==> src/rtl/sdc_cfg.svh <==
`ifndef SDC_CFG_SVH
`define SDC_CFG_SVH

// ----------------------------------------------------------------------
// Widths
// ----------------------------------------------------------------------
`define SDC_RESULT_W 16
`define SDC_CNT_W 11
`define SDC_SCALE_W 27

// ----------------------------------------------------------------------
// Channel codes
// ----------------------------------------------------------------------
`define SDC_CHAN_LAST_EXT 3'h4
`define SDC_CHAN_SUPPLY 3'h5
`define SDC_CHAN_TEMP 3'h6
`define SDC_CHAN_SHORT 3'h7

// ----------------------------------------------------------------------
// Gain, oversampling and buffer codes
// ----------------------------------------------------------------------
`define SDC_GAIN_MAX 3'h5
`define SDC_OSR_MAX_CODE 3'h5
`define SDC_OSR_MIN 11'h020
`define SDC_SCALE_BASE 4'hb
`define SDC_BUF_OFF 2'h0
`define SDC_BUF_LOW 2'h1
`define SDC_BUF_MED 2'h2
`define SDC_BUF_HIGH 2'h3

// ----------------------------------------------------------------------
// Interrupt delay: conversions withheld after a start condition
// ----------------------------------------------------------------------
`define SDC_DLY_SKIP_00 2'h3
`define SDC_DLY_SKIP_01 2'h2
`define SDC_DLY_SKIP_10 2'h1
`define SDC_DLY_SKIP_11 2'h0
`define SDC_CONV_CNT_MAX 2'h3

// ----------------------------------------------------------------------
// Reset values
// ----------------------------------------------------------------------
`define SDC_RST_CHAN 3'h0
`define SDC_RST_GAIN 3'h0
`define SDC_RST_RESULT 16'h0000
`define SDC_RST_PINS 8'h00

`endif

==> src/rtl/sdc_pkg.sv <==
`include "sdc_cfg.svh"

package sdc_pkg;

  typedef enum logic {SDC_IDLE, SDC_RUN} sdc_state_e;

  typedef enum logic [1:0] {SDC_SRC_EXT, SDC_SRC_SUPPLY, SDC_SRC_TEMP, SDC_SRC_SHORT} sdc_src_e;

  typedef logic [`SDC_RESULT_W-1:0] sdc_result_t;
  typedef logic [`SDC_CNT_W-1:0] sdc_count_t;

  // Codes above the largest ratio behave as the largest ratio.
  function automatic logic [2:0] sdc_osr_code(input logic [2:0] sel);
    sdc_osr_code = (sel > `SDC_OSR_MAX_CODE) ? `SDC_OSR_MAX_CODE : sel;
  endfunction : sdc_osr_code

endpackage : sdc_pkg

==> src/rtl/sdc_decim.sv <==
`timescale 1ns/100ps
`default_nettype none
`include "sdc_cfg.svh"

module sdc_decim import sdc_pkg::*; (
  // Clock and reset
  input wire logic ref_clk,
  input wire logic resetn,
  input wire logic clk_en,
  // Control
  input wire logic run,
  input wire logic [2:0] osr_sel,
  // Bit stream in, decimated count out
  input wire logic bit_in,
  output sdc_count_t ones_ff,
  output logic done_ff
);

  sdc_count_t samp_ff, nxt_samp;
  sdc_count_t acc_ff, nxt_acc;
  sdc_count_t nxt_ones;
  logic nxt_done;
  sdc_count_t osr;

  // ----------------------------------------------------------------------
  // Averaging of the one-bit stream over one oversampling window
  // ----------------------------------------------------------------------
  always_comb begin
    osr = `SDC_OSR_MIN << sdc_osr_code(osr_sel);
    nxt_samp = samp_ff;
    nxt_acc = acc_ff;
    nxt_ones = ones_ff;
    nxt_done = 1'b0;
    if (!run) begin
      nxt_samp = '0;
      nxt_acc = '0;
    end else if (samp_ff == osr - 11'h001) begin
      nxt_ones = acc_ff + {10'h000, bit_in};
      nxt_acc = '0;
      nxt_samp = '0;
      nxt_done = 1'b1;
    end else begin
      nxt_samp = samp_ff + 11'h001;
      nxt_acc = acc_ff + {10'h000, bit_in};
    end
  end

  always_ff @(posedge ref_clk or negedge resetn) begin
    if (!resetn) begin
      samp_ff <= '0;
      acc_ff <= '0;
      ones_ff <= '0;
      done_ff <= 1'b0;
    end else if (clk_en) begin
      samp_ff <= nxt_samp;
      acc_ff <= nxt_acc;
      ones_ff <= nxt_ones;
      done_ff <= nxt_done;
    end
  end

endmodule : sdc_decim

`default_nettype wire

==> src/rtl/sdc_ctrl.sv <==
`timescale 1ns/100ps
`default_nettype none
`include "sdc_cfg.svh"

// Overview of operation
// - Modulator bit stream averaged into each result
// - Results delivered sixteen bits wide
// - Selectable oversampling ratio, largest 1024
// - Reference generator follows only its enable
// - Buffer bit drives reference onto pin
// - External reference only when both bits clear
// - Converter powered only while converting
// - Reference stays on across converter power-down
// - Channel field picks one of eight pairs
// - Pairs 0-4 pins, 5 supply, 6 temp, 7 short
// - Six gains from 1 to 32
// - Analog enable disconnects digital pin circuitry
// - Channel/gain changes apply at next decimation, at once when idle
// - Delay 00 withholds requests until fourth conversion
// - Buffer field decodes off, low, medium, high
// - Done flag set on result, cleared by read
// - Single mode stops after first unwithheld result, clears start bit
module sdc_ctrl import sdc_pkg::*; (
  // Clock and reset
  input wire logic ref_clk,
  input wire logic resetn,
  input wire logic clk_en,
  // Configuration levels
  input wire logic reference_enable,
  input wire logic reference_output_buffer_enable,
  input wire logic [2:0] input_channel_select,
  input wire logic [2:0] gain_select,
  input wire logic [7:0] analog_pin_enable,
  input wire logic [1:0] interrupt_delay,
  input wire logic [1:0] buffer_speed_select,
  input wire logic [2:0] osr_select,
  input wire logic single_mode,
  // Software strobes
  input wire logic start_set,
  input wire logic start_clear,
  input wire logic chan_gain_write,
  input wire logic result_read,
  input wire logic flag_clear,
  // Modulator bit stream
  input wire logic mod_bit,
  // Reference and analog front end
  output logic ref_gen_on_ff,
  output logic ref_pin_drive_oe_ff,
  output logic ext_ref_accept_ff,
  output logic [7:0] digital_disconnect_ff,
  output logic buf_low_ff,
  output logic buf_med_ff,
  output logic buf_high_ff,
  output logic converter_power_on,
  output sdc_src_e applied_src_ff,
  output logic [2:0] applied_chan_ff,
  output logic [2:0] applied_gain_ff,
  // Conversion status
  output logic start_conversion_bit,
  output logic conversion_done_flag,
  output sdc_result_t result_register,
  output logic conv_irq_ff
);

  // ----------------------------------------------------------------------
  // Decoding helpers
  // ----------------------------------------------------------------------
  function automatic sdc_src_e chan_src(input logic [2:0] ch);
    unique case (ch)
      `SDC_CHAN_SUPPLY: chan_src = SDC_SRC_SUPPLY;
      `SDC_CHAN_TEMP: chan_src = SDC_SRC_TEMP;
      `SDC_CHAN_SHORT: chan_src = SDC_SRC_SHORT;
      default: chan_src = SDC_SRC_EXT;
    endcase
  endfunction : chan_src

  function automatic logic [1:0] delay_skip(input logic [1:0] d);
    unique case (d)
      2'h0: delay_skip = `SDC_DLY_SKIP_00;
      2'h1: delay_skip = `SDC_DLY_SKIP_01;
      2'h2: delay_skip = `SDC_DLY_SKIP_10;
      2'h3: delay_skip = `SDC_DLY_SKIP_11;
    endcase
  endfunction : delay_skip

  // A full-scale count saturates; otherwise the count is left aligned.
  function automatic sdc_result_t scale(input sdc_count_t ones, input logic [2:0] sel);
    logic [`SDC_SCALE_W-1:0] wide;
    logic [3:0] sh;
    wide = '0;
    sh = `SDC_SCALE_BASE - {1'b0, sdc_osr_code(sel)};
    wide = {16'h0000, ones} << sh;
    if (ones == (`SDC_OSR_MIN << sdc_osr_code(sel))) begin
      scale = 16'hffff;
    end else begin
      scale = wide[`SDC_RESULT_W-1:0];
    end
  endfunction : scale

  // ----------------------------------------------------------------------
  // Bit stream synchroniser and decimation
  // ----------------------------------------------------------------------
  logic mod_s1_ff, mod_s2_ff;
  sdc_count_t ones;
  logic done;
  sdc_state_e state_ff, nxt_state;

  always_ff @(posedge ref_clk or negedge resetn) begin
    if (!resetn) begin
      mod_s1_ff <= 1'b0;
      mod_s2_ff <= 1'b0;
    end else if (clk_en) begin
      mod_s1_ff <= mod_bit;
      mod_s2_ff <= mod_s1_ff;
    end
  end

  sdc_decim u_decim (
    .ref_clk(ref_clk),
    .resetn(resetn),
    .clk_en(clk_en),
    .run(state_ff == SDC_RUN),
    .osr_sel(osr_select),
    .bit_in(mod_s2_ff),
    .ones_ff(ones),
    .done_ff(done)
  );

  // ----------------------------------------------------------------------
  // Static analog controls
  // ----------------------------------------------------------------------
  logic nxt_ref_on, nxt_ref_oe, nxt_ext_ref, nxt_bl, nxt_bm, nxt_bh;
  logic [7:0] nxt_disc;

  always_comb begin
    nxt_ref_on = reference_enable;
    nxt_ref_oe = reference_output_buffer_enable;
    nxt_ext_ref = !reference_enable && !reference_output_buffer_enable;
    nxt_disc = analog_pin_enable;
    nxt_bl = (buffer_speed_select == `SDC_BUF_LOW);
    nxt_bm = (buffer_speed_select == `SDC_BUF_MED);
    nxt_bh = (buffer_speed_select == `SDC_BUF_HIGH);
  end

  always_ff @(posedge ref_clk or negedge resetn) begin
    if (!resetn) begin
      ref_gen_on_ff <= 1'b0;
      ref_pin_drive_oe_ff <= 1'b0;
      ext_ref_accept_ff <= 1'b1;
      digital_disconnect_ff <= `SDC_RST_PINS;
      buf_low_ff <= 1'b0;
      buf_med_ff <= 1'b0;
      buf_high_ff <= 1'b0;
    end else if (clk_en) begin
      ref_gen_on_ff <= nxt_ref_on;
      ref_pin_drive_oe_ff <= nxt_ref_oe;
      ext_ref_accept_ff <= nxt_ext_ref;
      digital_disconnect_ff <= nxt_disc;
      buf_low_ff <= nxt_bl;
      buf_med_ff <= nxt_bm;
      buf_high_ff <= nxt_bh;
    end
  end

  // ----------------------------------------------------------------------
  // Conversion sequencing
  // ----------------------------------------------------------------------
  sdc_src_e nxt_src;
  logic [2:0] nxt_chan, nxt_gain;
  logic [1:0] cnt_ff, nxt_cnt, skip;
  logic nxt_flag, nxt_irq, withheld;
  sdc_result_t nxt_result, scaled;

  always_comb begin
    skip = delay_skip(interrupt_delay);
    withheld = cnt_ff < skip;
    scaled = scale(ones, osr_select);
    nxt_state = state_ff;
    nxt_cnt = cnt_ff;
    nxt_src = applied_src_ff;
    nxt_chan = applied_chan_ff;
    nxt_gain = applied_gain_ff;
    nxt_result = result_register;
    nxt_irq = 1'b0;
    nxt_flag = conversion_done_flag;
    if (result_read || flag_clear) begin
      nxt_flag = 1'b0;
    end
    // Idle follows settings at once; a running conversion takes them at a decimation step.
    if (state_ff == SDC_IDLE || done) begin
      nxt_src = chan_src(input_channel_select);
      nxt_chan = input_channel_select;
      nxt_gain = (gain_select > `SDC_GAIN_MAX) ? `SDC_GAIN_MAX : gain_select;
    end
    unique case (state_ff)
      SDC_IDLE: begin
        if (start_set && !start_clear) begin
          nxt_state = SDC_RUN;
          nxt_cnt = '0;
        end
      end
      SDC_RUN: begin
        if (start_clear) begin
          nxt_state = SDC_IDLE;
        end else begin
          if (done) begin
            nxt_result = scaled;
            nxt_flag = 1'b1;
            if (withheld) begin
              nxt_cnt = cnt_ff + 2'h1;
            end else begin
              nxt_irq = 1'b1;
              if (single_mode && !start_set) begin
                nxt_state = SDC_IDLE;
              end
            end
          end
          // Results after a channel or gain change need settling time.
          if (chan_gain_write) begin
            nxt_cnt = '0;
          end
        end
      end
    endcase
  end

  always_ff @(posedge ref_clk or negedge resetn) begin
    if (!resetn) begin
      state_ff <= SDC_IDLE;
      cnt_ff <= '0;
      applied_src_ff <= SDC_SRC_EXT;
      applied_chan_ff <= `SDC_RST_CHAN;
      applied_gain_ff <= `SDC_RST_GAIN;
      result_register <= `SDC_RST_RESULT;
      conversion_done_flag <= 1'b0;
      conv_irq_ff <= 1'b0;
    end else if (clk_en) begin
      state_ff <= nxt_state;
      cnt_ff <= nxt_cnt;
      applied_src_ff <= nxt_src;
      applied_chan_ff <= nxt_chan;
      applied_gain_ff <= nxt_gain;
      result_register <= nxt_result;
      conversion_done_flag <= nxt_flag;
      conv_irq_ff <= nxt_irq;
    end
  end

  assign converter_power_on = (state_ff == SDC_RUN);
  assign start_conversion_bit = (state_ff == SDC_RUN);
endmodule : sdc_ctrl

`default_nettype wire

==> config.mk <==
export PLATFORM = sky130hd
export DESIGN_NAME = sdc_ctrl
export DESIGN_NICKNAME = d
export VERILOG_FILES = /design/src/rtl/sdc_pkg.sv /design/src/rtl/sdc_decim.sv /design/src/rtl/sdc_ctrl.sv
export VERILOG_INCLUDE_DIRS = /design/src /design/src/rtl
export SDC_FILE = /design/constraint.sdc
export NUM_CORES = 1
export LEC_CHECK = 0
export BUFFER_PORTS_ARGS = -buffer_cell sky130_fd_sc_hd__buf_4
export CORE_MARGIN = 8
export CORE_UTILIZATION = 45
export CTS_BUF_LIST = sky130_fd_sc_hd__clkbuf_8 sky130_fd_sc_hd__clkbuf_16
export CTS_CLUSTER_SIZE = 25
export DETAILED_ROUTE_END_ITERATION = 8
export GPL_ROUTABILITY_DRIVEN = 0
export PLACE_DENSITY_LB_ADDON = 0.08
export SLEW_MARGIN = 20
export SYNTH_ARGS = -nofsm -noshare
export SYNTH_HDL_FRONTEND = slang
export SYNTH_HIERARCHICAL = 1
export SYNTH_SLANG_ARGS = --single-unit
==> constraint.sdc <==
create_clock -name ref_clk -period 4.7 [get_ports ref_clk]
set_input_delay 0.47 -clock ref_clk [delete_from_list [all_inputs] [get_ports ref_clk]]
set_output_delay 0.47 -clock ref_clk [all_outputs]
set_load 0.05 [all_outputs]
==> reports/qor.yml <==
endpoint_class_of_the_critical_path: "flip-flop"
timing.max_slew.rel_slack_pct: 43.7
clock_skew_ns: 0.0102
area_taken_by_multi_input_logic_gates_um2: 2050
globalRoute.totalOverflow: 0
synth_simple_gate_area_share_pct: 17.8
cts.htree.levels: 3
place_worst_setup_slack_ns: 1.46
detailedRoute.firstPassIterationCount: 4
fin_crit_ns: 2.87
initial_core_util_pct: 45.9
synth_xor_xnor_area_share_pct: 2.92
ys_seq_elements: 79
achievable-frequency_ghz: 0.348
final.period_utilization_pct: 61.1
hold-worst-slack_ns: 0.133
insertion_delay_ns: 0.35
post-dp-hpwl_um: 6550
hp-class: "in -> async"
layout_setup_ws_ns: 1.83
yosys.cell_count.top_type: "dfrtp_1"
antenna_violating_nets_post_route: 0
place.port_buffers: 74
worstReg2RegEnd: "u_decim/ones_ff[10]"
drc: 0
post-route-cell-area_um2: 4980
design.portCount: 75
diodes: 0
layout.nets: 512
routed-via-count: 3236
largest_family_of_logic_cells_by_synthesized_area: "simple AND/OR/NAND/NOR gates"
gr-usage-all-layers_pct: 15.6
mapped_cell_area_um2: 4200
timing_hold_violations_final: 0
ir_worst_vdd_mv: 0.184
p_per_area_nw_per_um2: 288
route.detailed.wl_per_inst_um: 15.9
grt_setup_unrepaired: "no"
worst_ep_required_time_ns: 4.93
final-seq-area_um2: 1980
number_of_antenna_violations_at_the_first_check_in_global_routing: 0
tritoncts_num_sinks: 79
reg2reg_setup_slack_ns: 2.18
clockBufferDepth: 2
placementRows: 35
setup_violations: 0
core_area_um2: 9150
synthDominantCellAreaShare_pct: 46.4
yosys-top-cells-count: "dfrtp_1 (78), nand2_1 (68), o21ai_0 (23), mux2_2 (22), clkbuf_1 (18)"
maxCapViolations: 0
clk_pin_slew_worst_paths_ns: 0.08
critical_path_class: "in -> reg"
worst-slew-pin-transition_ns: 0.842
synth.yosys.seq_area_share_pct: 47.1
synth_compound_area_share_pct: 14.4
post_synth_fa_ha_maj_area_fraction_pct: 1.49
synth_area_per_cell_um2: 10.2
drt_iter0_drc: 155
worst-endpoint-arrival_ns: 3.10
timing.reg2reg.worst_path_depth: 6
layout-area-overhead-vs-synth_pct: 18.5
cts_buffers: 9
timing.rr.start: "u_decim/samp_ff[0]"
clock_tree.root_cell: "clkbuf_8"
synth_mux_area_share_pct: 12.2
synth_enable_flop_cells: 0
drive_gt1_share_pct: 28.8
grt_start_max_net_pins: 80
floorplan.die.width_um: 113
synthesis.yosys.warnings: 6
setup_total_negative_slack_ns: 0
cts.repair_timing.setup_buffer_count: 0
vias_per_cell: 5.48
async_flop_share_pct: 100
floorplan.die_area_um2: 12700
leakagePower_nw: 2.29
mappedNetlistNets: 449
synthFlopType: "dfrtp_1"
synth_cells: 411
final_util_pct: 54.4
wl_um: 9400
place_area_um2: 4800
run_status: "completed"
post_cts_resized: 0
post_synth_main_area_contributors: "dfrtp_1 (46%), nand2_1 (6.1%), mux2_2 (5.9%)"
timing.final.max_slew_violations: 0
grt_first_pass_wirelength_um: 16200
synth_largest_area_cell: "dfrtp_1"
synthDistinctLibCells: 54
number_of_global_route_vias_before_repair: 3247
nFillCells: 833
postCtsHoldBufs: 0
die-height_um: 113
cp-start-kind: "input pin"
tritoncts: "yes"
path_max_fanout: 22
## worst max-delay path by stage
stage | from | to | slack [ns] | cells past startpoint
2_1_floorplan | osr_select[0] | u_decim/ones_ff[0] | 2.19 | 8
3_3_place_gp | osr_select[0] | u_decim/ones_ff[10] | 1.54 | 8
3_5_place_dp | osr_select[0] | u_decim/ones_ff[9] | 1.46 | 8
4_1_cts | osr_select[0] | u_decim/ones_ff[10] | 1.83 | 8
5_1_grt | osr_select[0] | u_decim/ones_ff[9] | 1.71 | 8
6_report | osr_select[0] | u_decim/ones_ff[10] | 1.83 | 8
## routing by layer
| metal | global-route usage [%] | up-vias | part of all wire, % |
|---|---|---|---|
| met5 | 0 | - | 0 |
| met3 | 3.27 | 11 | 4.9 |
| li1 | - | 1606 | - |
| met2 | 25.1 | 91 | 48 |
| met1 | 20.0 | 1528 | 45 |
| met4 | 6.21 | 0 | 1.4 |
## kinds of logic (layout without fill, tap and decap cells)
logic type,count (synthesis),count (layout)
simple gates,145,145
mux,44,44
xor+xnor,14,14
fa+ha+maj,5,5
compound gates,83,83
buf+inv,41,109
flops,79,79
## area by class of cell
type | instances | share of cell area, %
multi-input cells | 291 | 41.1
flip-flops and latches | 79 | 39.7
repair buffers | 76 | 11.5
well taps | 111 | 2.79
clock buffers | 10 | 2.76
inverters | 17 | 1.28
clock inverters | 6 | 0.779
## through the flow
| stage | std cells | total power, mW |
|---|---|---|
| finish | 590 | 1.43 |
| floorplan | 411 | 0.901 |
| global placement | 574 | 0.998 |
| CTS | 590 | 1.46 |
| detailed placement | 574 | 1.00 |
| global route | 590 | 1.50 |
## flip-flops by register name (all words and copies together) (netlist names), 2 cells and up
name                   flops
applied_chan_ff            3
applied_gain_ff            3
applied_src_ff             2
cnt_ff                     2
digital_disconnect_ff      8
result_register           16
u_decim/acc_ff            11
u_decim/ones_ff           11
u_decim/samp_ff           11
## critical path: stages
cell and delay, ns:
buf_4 0.19, or3_1 0.40, ha_1 0.31, xnor2_1 0.14
nor4_2 0.33, o211ai_4 0.26, nor3_4 0.60, mux2_2 0.40
## layout by cell type, fill, tap and decap left out, types with 10 or more instances in the layout
| cell type | instances |
|---|---|
| a31oi_1 | 12 |
| buf_4 | 75 |
| dfrtp_1 | 78 |
| o21ai_0 | 23 |
| o22ai_1 | 10 |
| nand3_1 | 17 |
| mux2i_1 | 13 |
| inv_1 | 19 |
| mux2_2 | 22 |
| clkbuf_8 | 10 |
| nand2_1 | 68 |
| nor2_1 | 13 |
## power by group
group	switching (mW)	internal (mW)	leakage (nW)
combinational	0.172	0.0870	1.14
sequential	0.0166	0.708	1.05
clock	0.245	0.204	0.0988
total	0.434	1.00	2.29
(Power assumes the default switching activity.)
